--- src/hdl/smpm_pkg.sv ---
// constants, types and register map of the sleep mode power manager
// assumes a 200 MHz system clock and a classic wishbone register bus
package smpm_pkg;
  // clock rate and fixed times
  localparam int CLK_MHZ           = 200;
  localparam int BOD_WAKE_US       = 60;
  localparam int BOD_WAKE_CYC_DFLT = BOD_WAKE_US * CLK_MHZ;

  typedef logic [15:0] smpm_cnt_t;
  localparam smpm_cnt_t CNT_ONE           = 16'h0001;
  localparam smpm_cnt_t HALT_CYC          = 16'h0004;
  localparam smpm_cnt_t STBY_CYC          = 16'h0006;
  localparam smpm_cnt_t RESTART_BASE_DFLT = 16'h0400;

  // brown-out sleep-off timed sequence
  typedef logic [2:0] smpm_seq_t;
  localparam smpm_seq_t SEQ_ZERO      = 3'h0;
  localparam smpm_seq_t SEQ_ONE       = 3'h1;
  localparam smpm_seq_t UNLOCK_CYC    = 3'h4;
  localparam smpm_seq_t BROWNOUT_SLEEP_OFF_TOTAL    = 3'h6;
  localparam smpm_seq_t BROWNOUT_SLEEP_OFF_ACT_LAST = 3'h3;

  // sleep select codes
  localparam logic [2:0] MODE_IDLE  = 3'h0;
  localparam logic [2:0] MODE_ADCNR = 3'h1;
  localparam logic [2:0] MODE_PDOWN = 3'h2;
  localparam logic [2:0] MODE_PSAVE = 3'h3;
  localparam logic [2:0] MODE_STBY  = 3'h6;

  // register byte addresses
  localparam logic [7:0] ADR_SLEEP = 8'h00;
  localparam logic [7:0] ADR_MCU   = 8'h04;
  localparam logic [7:0] ADR_PCG   = 8'h08;
  localparam logic [7:0] ADR_STAT  = 8'h0C;

  // field positions
  localparam int SLP_ARM_BIT = 0;
  localparam int SLP_SEL_LSB = 1;
  localparam int SLP_SEL_MSB = 3;
  localparam int UNLOCK_BIT  = 5;
  localparam int BROWNOUT_SLEEP_OFF_BIT    = 6;
  localparam int PCG_W       = 5;
  localparam int ST_ASLEEP   = 0;
  localparam int ST_BODOFF   = 1;
  localparam int ST_WAKING   = 2;
  localparam int ST_HALTED   = 3;
  localparam int ST_MODE_LSB = 4;
  localparam int ST_MODE_MSB = 6;

  // reset values
  localparam logic [2:0]       SEL_RST = 3'h0;
  localparam logic [PCG_W-1:0] PCG_RST = 5'h00;
  localparam logic [31:0]      DAT_ZERO = 32'h0000_0000;

  typedef enum logic [3:0] {
    ST_RUN   = 4'h1,
    ST_SLEEP = 4'h2,
    ST_WAKE  = 4'h4,
    ST_HALT  = 4'h8
  } smpm_state_e;

  // clock domain and oscillator enables
  typedef struct packed {
    logic cpu;
    logic flash;
    logic io;
    logic adc;
    logic asy;
    logic osc;
    logic aux;
  } smpm_clk_s;

  localparam smpm_clk_s CLK_ALL_ON = 7'h7F;

  // wake sources, all active high levels
  typedef struct packed {
    logic any_irq;
    logic adc_done;
    logic lcd_irq;
    logic serial_start;
    logic ext_irq_zero_level;
    logic pin_change;
    logic spm_ready;
    logic t2_ovf;
    logic t2_cmp;
  } smpm_wake_s;

  // peripheral and fuse state seen by the manager
  typedef struct packed {
    logic       adc_enable;
    logic       comparator_off;
    logic       comp_uses_ref;
    logic       lcd_en;
    logic       lcd_async;
    logic       t2_en;
    logic       t2_async;
    logic [1:0] timer2_irq_mask;
    logic       global_irq_en;
    logic       brownout_threshold_fuse;
    logic       ext_xtal;
    logic [1:0] clock_select_fuse;
  } smpm_periph_s;
endpackage : smpm_pkg

--- src/hdl/smpm_top.sv ---
// sleep mode power manager: sleep entry, clock gates, wake timing
// assumes synchronous inputs, a wishbone master, one-cycle sleep pulse
`timescale 1ns/1ps
module smpm_top #(
  parameter smpm_pkg::smpm_cnt_t BOD_WAKE_CYC = smpm_pkg::smpm_cnt_t'(
                                     smpm_pkg::BOD_WAKE_CYC_DFLT),
  parameter smpm_pkg::smpm_cnt_t RESTART_BASE = smpm_pkg::RESTART_BASE_DFLT
) (
  input  wire logic                  clk_i,
  input  wire logic                  rst_i,
  input  wire logic                  wb_cyc_i,
  input  wire logic                  wb_stb_i,
  input  wire logic                  wb_we_i,
  input  wire logic [7:0]            wb_adr_i,
  input  wire logic [3:0]            wb_sel_i,
  input  wire logic [31:0]           wb_dat_i,
  output logic      [31:0]           wb_dat_o,
  output logic                       wb_ack_o,
  input  wire logic                  sleep_instr_i,
  input  wire smpm_pkg::smpm_wake_s  wake_i,
  input  wire smpm_pkg::smpm_periph_s periph_i,
  output smpm_pkg::smpm_clk_s        clk_en_o,
  output logic [smpm_pkg::PCG_W-1:0] periph_clk_en_o,
  output logic                       brownout_en_o,
  output logic                       comparator_en_o,
  output logic                       vref_en_o,
  output logic                       adc_start_o,
  output logic                       adc_extended_o
);
  import smpm_pkg::*;

  smpm_state_e      state_reg;
  smpm_cnt_t        cnt_reg;
  logic [2:0]       mode_reg;
  logic [2:0]       sel_reg;
  logic             arm_reg;
  logic [PCG_W-1:0] pcg_reg;
  smpm_seq_t        unlock_reg;
  smpm_seq_t        brownout_sleep_off_reg;
  logic             bod_off_reg;
  logic             adc_en_d_reg;
  logic             ack_reg;
  logic             wr_fire;
  logic             brownout_sleep_off_act;
  logic             sleep_go;
  logic             wake;
  logic             t2_wake;
  logic             brownout_sleep_off_set;
  logic             asy_used;
  logic             syn_used;
  smpm_cnt_t        dly_next;
  // sleep select code is usable for this clock option
  function automatic logic mode_ok(input logic [2:0] m, input logic xtal);
    mode_ok = (m == MODE_IDLE) || (m == MODE_ADCNR) || (m == MODE_PDOWN) ||
              (m == MODE_PSAVE) || ((m == MODE_STBY) && xtal);
  endfunction : mode_ok
  // modes in which the detector may be switched off
  function automatic logic deep(input logic [2:0] m);
    deep = (m == MODE_PDOWN) || (m == MODE_PSAVE) || (m == MODE_STBY);
  endfunction : deep
  // restart period picked by the clock select fuse
  function automatic smpm_cnt_t restart_cyc(input logic [1:0] f);
    restart_cyc = smpm_cnt_t'(RESTART_BASE << f);
  endfunction : restart_cyc
  // bus strobe decode: write lands on the edge that samples ack
  assign wr_fire = wb_cyc_i && wb_stb_i && wb_we_i && ack_reg && wb_sel_i[0];
  assign brownout_sleep_off_act = (brownout_sleep_off_reg != SEQ_ZERO) && (brownout_sleep_off_reg <= BROWNOUT_SLEEP_OFF_ACT_LAST);
  assign sleep_go = (state_reg == ST_RUN) && sleep_instr_i && arm_reg &&
                    mode_ok(sel_reg, periph_i.ext_xtal);
  assign brownout_sleep_off_set = wr_fire && (wb_adr_i == ADR_MCU) &&
                    wb_dat_i[BROWNOUT_SLEEP_OFF_BIT] && !wb_dat_i[UNLOCK_BIT] &&
                    (unlock_reg != SEQ_ZERO) && (brownout_sleep_off_reg == SEQ_ZERO);
  assign asy_used = (periph_i.lcd_en && periph_i.lcd_async) ||
                    (periph_i.t2_en && periph_i.t2_async);
  assign syn_used = (periph_i.lcd_en && !periph_i.lcd_async) ||
                    (periph_i.t2_en && !periph_i.t2_async);
  // timer 2 wake needs its mask bit and the global enable
  assign t2_wake = periph_i.global_irq_en &&
                   ((wake_i.t2_ovf && periph_i.timer2_irq_mask[0]) ||
                    (wake_i.t2_cmp && periph_i.timer2_irq_mask[1]));
  // wake source selection per sleep mode
  always_comb begin
    wake = 1'b0;
    case (mode_reg)
      MODE_IDLE:  wake = wake_i.any_irq || wake_i.serial_start ||
                         wake_i.ext_irq_zero_level || wake_i.pin_change;
      MODE_ADCNR: wake = wake_i.adc_done || wake_i.lcd_irq ||
                         wake_i.serial_start || t2_wake ||
                         wake_i.spm_ready || wake_i.ext_irq_zero_level ||
                         wake_i.pin_change;
      MODE_PSAVE: wake = wake_i.serial_start || wake_i.ext_irq_zero_level ||
                         wake_i.pin_change || t2_wake ||
                         wake_i.lcd_irq;
      MODE_PDOWN,
      MODE_STBY:  wake = wake_i.serial_start || wake_i.ext_irq_zero_level ||
                         wake_i.pin_change;
      default:    wake = 1'b0;
    endcase
  end
  // start-up delay chosen when the wake condition arrives
  always_comb begin
    dly_next = CNT_ONE;
    case (mode_reg)
      MODE_PDOWN,
      MODE_PSAVE: dly_next = restart_cyc(periph_i.clock_select_fuse);
      MODE_STBY:  dly_next = STBY_CYC;
      default:    dly_next = CNT_ONE;
    endcase
    if (bod_off_reg && (dly_next < BOD_WAKE_CYC)) begin
      dly_next = BOD_WAKE_CYC;
    end
  end
  // sleep sequencer: run, sleep, restart wait, halt
  always_ff @(posedge clk_i) begin
    if (rst_i) begin
      state_reg <= ST_RUN;
      cnt_reg   <= CNT_ONE;
      mode_reg  <= SEL_RST;
    end else begin
      case (state_reg)
        ST_RUN: begin
          if (sleep_go) begin
            state_reg <= ST_SLEEP;
            mode_reg  <= sel_reg;
          end
        end
        ST_SLEEP: begin
          if (wake) begin
            state_reg <= ST_WAKE;
            cnt_reg   <= dly_next;
          end
        end
        ST_WAKE: begin
          if (cnt_reg <= CNT_ONE) begin
            state_reg <= ST_HALT;
            cnt_reg   <= HALT_CYC;
          end else begin
            cnt_reg <= cnt_reg - CNT_ONE;
          end
        end
        ST_HALT: begin
          if (cnt_reg <= CNT_ONE) begin
            state_reg <= ST_RUN;
          end else begin
            cnt_reg <= cnt_reg - CNT_ONE;
          end
        end
        default: state_reg <= ST_RUN;
      endcase
    end
  end
  // sleep control register
  always_ff @(posedge clk_i) begin
    if (rst_i) begin
      sel_reg <= SEL_RST;
      arm_reg <= 1'b0;
    end else if (wr_fire && (wb_adr_i == ADR_SLEEP)) begin
      sel_reg <= wb_dat_i[SLP_SEL_MSB:SLP_SEL_LSB];
      arm_reg <= wb_dat_i[SLP_ARM_BIT];
    end
  end
  // brown-out sleep-off unlock window and self-clearing sequence
  always_ff @(posedge clk_i) begin
    if (rst_i) begin
      unlock_reg <= SEQ_ZERO;
      brownout_sleep_off_reg   <= SEQ_ZERO;
    end else begin
      if (wr_fire && (wb_adr_i == ADR_MCU) && wb_dat_i[BROWNOUT_SLEEP_OFF_BIT] &&
          wb_dat_i[UNLOCK_BIT]) begin
        unlock_reg <= UNLOCK_CYC;
      end else if (unlock_reg != SEQ_ZERO) begin
        unlock_reg <= unlock_reg - SEQ_ONE;
      end
      if (brownout_sleep_off_set) begin
        brownout_sleep_off_reg <= BROWNOUT_SLEEP_OFF_TOTAL;
      end else if (brownout_sleep_off_reg != SEQ_ZERO) begin
        brownout_sleep_off_reg <= brownout_sleep_off_reg - SEQ_ONE;
      end
    end
  end
  // detector switched off for the sleep period
  always_ff @(posedge clk_i) begin
    if (rst_i) begin
      bod_off_reg <= 1'b0;
    end else if (sleep_go && brownout_sleep_off_act && deep(sel_reg) &&
                 periph_i.brownout_threshold_fuse) begin
      bod_off_reg <= 1'b1;
    end else if ((state_reg == ST_SLEEP) && wake) begin
      bod_off_reg <= 1'b0;
    end
  end
  // peripheral clock gate register
  always_ff @(posedge clk_i) begin
    if (rst_i) begin
      pcg_reg <= PCG_RST;
    end else if (wr_fire && (wb_adr_i == ADR_PCG)) begin
      pcg_reg <= wb_dat_i[PCG_W-1:0];
    end
  end
  // clock domain enables per state and mode
  always_ff @(posedge clk_i) begin
    if (rst_i) begin
      clk_en_o <= CLK_ALL_ON;
    end else begin
      clk_en_o <= CLK_ALL_ON;
      if (state_reg == ST_HALT) begin
        clk_en_o.cpu   <= 1'b0;
        clk_en_o.flash <= 1'b0;
      end else if (state_reg != ST_RUN) begin
        clk_en_o.cpu   <= 1'b0;
        clk_en_o.flash <= 1'b0;
        case (mode_reg)
          MODE_IDLE: ;
          MODE_ADCNR: begin
            clk_en_o.io  <= 1'b0;
            clk_en_o.aux <= 1'b0;
            clk_en_o.asy <= asy_used;
          end
          MODE_PSAVE: begin
            clk_en_o.io  <= 1'b0;
            clk_en_o.adc <= 1'b0;
            clk_en_o.asy <= asy_used;
            clk_en_o.osc <= syn_used || (state_reg == ST_WAKE);
            clk_en_o.aux <= syn_used;
          end
          MODE_STBY: begin
            clk_en_o.io  <= 1'b0;
            clk_en_o.adc <= 1'b0;
            clk_en_o.asy <= 1'b0;
            clk_en_o.aux <= 1'b0;
          end
          default: begin
            clk_en_o.io  <= 1'b0;
            clk_en_o.adc <= 1'b0;
            clk_en_o.asy <= 1'b0;
            clk_en_o.aux <= 1'b0;
            clk_en_o.osc <= (state_reg == ST_WAKE);
          end
        endcase
      end
    end
  end
  // registered peripheral clocks follow the gate bits
  always_ff @(posedge clk_i) begin
    if (rst_i) begin
      periph_clk_en_o <= ~PCG_RST;
    end else begin
      periph_clk_en_o <= ~pcg_reg;
    end
  end
  // detector, comparator and reference enables
  always_ff @(posedge clk_i) begin
    if (rst_i) begin
      brownout_en_o   <= 1'b0;
      comparator_en_o <= 1'b0;
      vref_en_o       <= 1'b0;
    end else begin
      brownout_en_o   <= periph_i.brownout_threshold_fuse && !bod_off_reg;
      comparator_en_o <= !periph_i.comparator_off &&
                         ((state_reg == ST_RUN) || !deep(mode_reg));
      vref_en_o <= (periph_i.brownout_threshold_fuse && !bod_off_reg) ||
                   (!periph_i.comparator_off && periph_i.comp_uses_ref) ||
                   periph_i.adc_enable;
    end
  end
  // adc auto start and extended first conversion after re-enable
  always_ff @(posedge clk_i) begin
    if (rst_i) begin
      adc_start_o    <= 1'b0;
      adc_extended_o <= 1'b0;
      adc_en_d_reg   <= 1'b0;
    end else begin
      adc_en_d_reg <= periph_i.adc_enable;
      adc_start_o  <= sleep_go && periph_i.adc_enable &&
                      ((sel_reg == MODE_IDLE) ||
                       (sel_reg == MODE_ADCNR));
      if (periph_i.adc_enable && !adc_en_d_reg) begin
        adc_extended_o <= 1'b1;
      end else if (wake_i.adc_done) begin
        adc_extended_o <= 1'b0;
      end
    end
  end
  // wishbone slave: one wait state, unmapped reads return zero
  always_ff @(posedge clk_i) begin
    if (rst_i) begin
      ack_reg  <= 1'b0;
      wb_ack_o <= 1'b0;
      wb_dat_o <= DAT_ZERO;
    end else begin
      ack_reg  <= wb_cyc_i && wb_stb_i && !ack_reg;
      wb_ack_o <= wb_cyc_i && wb_stb_i && !ack_reg;
      wb_dat_o <= DAT_ZERO;
      case (wb_adr_i)
        ADR_SLEEP: begin
          wb_dat_o[SLP_SEL_MSB:SLP_SEL_LSB] <= sel_reg;
          wb_dat_o[SLP_ARM_BIT]             <= arm_reg;
        end
        ADR_MCU: begin
          wb_dat_o[BROWNOUT_SLEEP_OFF_BIT]   <= (brownout_sleep_off_reg != SEQ_ZERO);
          wb_dat_o[UNLOCK_BIT] <= (unlock_reg != SEQ_ZERO);
        end
        ADR_PCG:  wb_dat_o[PCG_W-1:0] <= pcg_reg;
        ADR_STAT: begin
          wb_dat_o[ST_ASLEEP] <= (state_reg == ST_SLEEP);
          wb_dat_o[ST_BODOFF] <= bod_off_reg;
          wb_dat_o[ST_WAKING] <= (state_reg == ST_WAKE);
          wb_dat_o[ST_HALTED] <= (state_reg == ST_HALT);
          wb_dat_o[ST_MODE_MSB:ST_MODE_LSB] <= mode_reg;
        end
        default: ;
      endcase
    end
  end
endmodule : smpm_top

--- config.mk ---
export PLATFORM = sky130hd
export DESIGN_NAME = smpm_top
export DESIGN_NICKNAME = d
export VERILOG_FILES = /design/src/hdl/smpm_pkg.sv /design/src/hdl/smpm_top.sv
export SDC_FILE = /design/constraint.sdc
export NUM_CORES = 1
export LEC_CHECK = 0
export ABC_AREA = 1
export BUFFER_PORTS_ARGS = -buffer_cell sky130_fd_sc_hd__buf_2
export CAP_MARGIN = 20
export CORE_MARGIN = 1
export CORE_UTILIZATION = 45
export DETAILED_ROUTE_END_ITERATION = 8
export GPL_ROUTABILITY_DRIVEN = 0
export GPL_TIMING_DRIVEN = 0
export PLACE_DENSITY = 0.76
export SYNTH_ARGS = -nofsm -noshare
export SYNTH_HDL_FRONTEND = slang
export SYNTH_SLANG_ARGS = --single-unit
--- constraint.sdc ---
create_clock -name clk_i -period 1.7 [get_ports clk_i]
set_clock_uncertainty 0.15 [all_clocks]
set_input_delay 0.085 -clock clk_i [delete_from_list [all_inputs] [get_ports clk_i]]
set_output_delay 0.085 -clock clk_i [all_outputs]
set_load 0.05 [all_outputs]
# Word level (Yosys, flattened, before mapping)
# Cells that the tools add are included.
dict set report totals {
  regBits 90
  inputBits 73
  output_inout_bits 50
  word_cells 182
}
dict set report classes {
  n_addsub 3
  n_lt_le_gt_ge 3
  n_eq_ne 21
  shift 1
  mux 30
  n_bitwise 2
  n_reduce_logical 94
}
# cell count
set ops {}
lappend ops {{$mux 16} 4}
lappend ops {{$pmux 16 s3} 1}
lappend ops {{$logic_and 1x1->1} 36}
lappend ops {{$pmux 16 s2} 1}
lappend ops {{$logic_or 1x1->1} 28}
lappend ops {{$eq 8x4->1 const B} 2}
lappend ops {{$le 16x1->1 const B} 1}
lappend ops {{$lt 16x14->1 const B} 1}
lappend ops {{$mux 4} 4}
lappend ops {{$pmux 4 s4} 1}
lappend ops {{$shl 11x2->16 const A} 1}
lappend ops {{$sub 16x1->16 const B} 1}
lappend ops {{$eq 3x2->1 const B} 4}
lappend ops {{$mux 3} 4}
lappend ops {{$pmux 4 s3} 1}
lappend ops {{$reduce_or 2->1} 6}
lappend ops {{$ne 2x2->1 const B} 5}
lappend ops {{$logic_not 3->1} 3}
lappend ops {{$reduce_bool 3->1} 3}
lappend ops {{$eq 8x3->1 const B} 1}
lappend ops {{$logic_not 1->1} 8}
lappend ops {{$logic_not 8->1} 1}
lappend ops {{$pmux 1 s2} 4}
lappend ops {{$reduce_bool 2->1} 4}
lappend ops {{other kinds (20)} 29}

# Logic depth before layout (Yosys ltp)
dict set report depth {
  word_depth 11
  mapped_depth 13
  mapped_depth_nobuf 12
}

# Least setup slack after synthesis
# No wires, ideal clock.
dict set report synth_path {
  path_type {reg-to-reg}
  startpoint {register cnt_reg[0]}
  endpoint {register cnt_reg[1]}
  arrival_ns 1.479
  required_ns 1.486
  path_slack_ns 0.007
  path_stages_with_launch 12
  path_buffers 0
  period_less_slack_ns 1.693
  cell_sequence {dfxtp_1 inv_1 ha_1 o21ai_2 nor2_1 nand2_1 nand2_1 nand2_1 inv_1 o21ai_0 nor2_1 nor2_1}
}
dict set report synth_between {
  elab_chain_cells 3
  word_cells_on_any_way 7
  classes_between {add/sub (1); order compare (1); eq/ne (1); mux (3); reduce/logical (1)}
}
# item line
set synth_lines {}
lappend synth_lines {{from (decl)} smpm_top.sv:33} ;# smpm_cnt_t cnt_reg;
lappend synth_lines {{from (signal assigned)} smpm_top.sv:130} ;# cnt_reg <= dly_next;
lappend synth_lines {{from (signal assigned)} smpm_top.sv:138} ;# cnt_reg <= cnt_reg - CNT_ONE;
lappend synth_lines {{from (signal assigned)} smpm_top.sv:145} ;# cnt_reg <= cnt_reg - CNT_ONE;
lappend synth_lines {{$sub 16x1->16 / $le 16x1->1 (equally long branches)} n/a}
lappend synth_lines {{$mux 16 (tied with other cells)} smpm_top.sv:142} ;# if (cnt_reg <= CNT_ONE) begin
lappend synth_lines {{$pmux 16 s3 / $reduce_and 3->1 (equally long branches)} n/a}
# Parallel ways exist; a longest one is shown, timed or not. The select of a mux whose other input is x is not followed.
# A chain may end at the register's enable or synchronous reset.

# Final worst setup path
dict set report layout_path {
  startpoint {register cnt_reg[1]}
  endpoint {register cnt_reg[11]}
}
# Same word-level chain as after synthesis.

==> metrics.txt <==
die area 7980 um^2; power density over cell area 792 nW/um^2; num rows 31; Seq/Total Area, Yosys 37.3%; Post-Synth XOR/XNOR Area 2.30%; CP Data Required Time 1.80 ns; clk root buf clkbuf_8; clock slew at reported path FFs 0.08 ns; Initial Util 46.8%; Max H-tree Level 3; most frequent cells in the layout nand2_1, buf_2, inv_1; Yosys reg bits 64; Post-Synth Adder-Cell Area 2.92%; vias per cell 5.04; multiplexer share of the synthesized area 0%; CTS sink cnt 64; non-filler cells, final 754; TritonCTS buffer count 9; via count 3803; grt total ovfl 0; main flop type after synthesis dfxtp_1; die height 89.3 um; Tightest Hold Check Type input port to register; VDD IR max 686 uV; Cells after Synth 503; CP max stage delay 0.34 ns; mean post-synth cell area 6.83 um^2; all-layer global routing usage 26.0%; largest family of logic cells by synthesized area simple AND/OR/NAND/NOR gates; FFs w/ async S/R, synth 0%; post-layout min period 1.77 ns; CP Launch Type register; R2R cell count 12; HPWL Detailed 6530 um; Worst-Margin Slew 0.725 ns; port buffer count 69; number of flops mapped to enable cells by yosys 0; I/O Pins 123; max-cap check violation count 0; critical path's slowest cell dfxtp_2; Iteration-0 DRC Markers 457; Ant. Diodes 0; largest net degree at the start of global routing 13; Largest register FFs 16; Skew-Pair Late Insertion Delay 0.36 ns; clock buffer depth 2; initial antenna violation count 0; Synth area leader dfxtp_1; post-synthesis simple-gate area fraction 28.9%; vias in the first global route 3493; final setup margin -0.0666 ns; Slew Viols, Final 0; post-route ant nets 0; first-pass GRT wire length 15800 um; Filler cells 605; post-synthesis compound-gate area fraction 13.8%; Post-Syn Area 3430 um^2; Hold Fails Final Rpt 1; failing checks negative hold slack, negative setup slack; final wirelength 10100 um; critical path capture point type register; CTS tree done; Routed WL per cell 13.3 um; leakage power 2.44 nW; post-synth top area share 37.3%; Fin Hold WS -0.0301 ns; crit path DAT 1.86 ns; synth-to-layout area growth 41.6%; Slew headroom 51.6%; period utilisation layout 104%; max frequency 566 MHz; CP Class register to register; CP Cell Sequence inv_4 -> ha_4 -> o21ai_2 -> nor2_1 -> nand2_2 -> a21oi_4 -> inv_2 -> nand2_4 -> buf_6 -> nand2_2 -> nand2_1 -> nor2_1; commonest non-fill, non-tap cell in the layout nand2_1; width of the die 89.3 um; Synth area leaders dfxtp_1, nand2_1, inv_1; RSZ-0062 raised after global routing true; Crit Path Max Fanout 5; synth warn 0; final setup fails 16; post-layout power 3.85 mW; DRC viols 0; # nets final 731; Distinct cells, synth 37; hold path depth 3; status complete, but fails checks; first drt pass iteration count 5; Setup Total Neg Slack -0.684 ns; core area 7330 um^2; Placed Cells 695; share of layout cells above drive strength 1 33.3%
-- Yosys cell counts, types with 2 or more instances --
cell type / number
a21oi_2: 7
o21ai_2: 2
nor2_4: 2
nor2_2: 3
buf_4: 26
o221ai_1: 2
ha_1: 8
nand2_1: 126
o21ai_0: 23
buf_6: 2
nand4_1: 10
nand3_1: 28
nor4_1: 2
nor3_1: 9
dfxtp_1: 64
o32ai_1: 2
clkbuf_1: 3
o22ai_1: 2
xor2_1: 8
inv_1: 69
nor2_1: 53
a21oi_1: 35
buf_1: 2
o21ai_1: 2
-- cell type report --
cell class | count | area, um^2 | area share [%]
Tap cell | 99 | 124 | 2.55
Clock inverter | 7 | 95.1 | 1.96
Clock buffer | 9 | 124 | 2.55
Buffer | 34 | 244 | 5.02
Sequential cell | 64 | 1300 | 26.7
Inverter | 70 | 273 | 5.61
Timing Repair Buffer | 112 | 738 | 15.2
Multi-Input combinational cell | 359 | 1970 | 40.4
-- power by group --
group | leakage [nW] | switching, mW | internal (mW) | total, mW
Clock | 0.110 | 0.638 | 0.827 | 1.47
Sequential | 0.524 | 0.0390 | 1.57 | 1.61
Combinational | 1.80 | 0.478 | 0.293 | 0.772
Total | 2.44 | 1.16 | 2.69 | 3.85
-- cells by family (layout without fill, tap and decap cells) --
group                    Yosys count  in the layout
AND/OR/NAND/NOR                  236            236
XOR/XNOR                           9              9
flip-flops                        64             64
buffers and inverters            104            232
other                              1             25
adder cells (fa/ha/maj)            8              8
AO/OA/AOI/OAI                     81             81
-- path summary, 6_finish.rpt --
path	from	endpoint	slack, ns
worst max-delay path	cnt_reg[1]	cnt_reg[11]	-0.07
worst min-delay path	periph_i[8]	clk_en_o[2]	-0.03
worst max register to register	cnt_reg[1]	cnt_reg[11]	-0.07
worst min register to register	pcg_reg[0]	periph_clk_en_o[0]	0.27
-- routing by layer --
layer / global-route usage [%] / share of wire [%] / vias to the layer above
met5: 0 / 0 / -
met4: 12.3 / 2.3 / 0
met3: 4.43 / 8.0 / 27
met2: 43.8 / 47 / 198
met1: 32.2 / 42 / 1721
li1: - / - / 1857
-- through the flow --
stage               area [um^2]  setup WS (ns)  utilization (%)
finish                     4860        -0.0666             66.3
global placement           3990         -0.307             54.5
global route               4860         -0.141             66.3
floorplan                  3520        0.00670                -
CTS                        4630        0.00322             63.2
detailed placement         3990         -0.337             54.5
-- timing repair --
item	in CTS	in global routing
hold buffers	21	0
hold endpoints to repair	26	0
buffers inserted	14	6
pin swaps	10	23
cloned	2	1
gates resized for setup	34	64
setup endpoints to repair	17	29
-- worst max-delay path, delay by kind of cell, from the launching register on --
| kind | cells | cell delay, ns |
|---|---|---|
| buffers and inverters | 3 | 0.30 |
| adders and majority gates | 1 | 0.16 |
| AOI/OAI and AO/OA | 2 | 0.23 |
| DFF | 1 | 0.34 |
| and+or+nand+nor | 6 | 0.49 |
(Power assumes the default switching activity.)
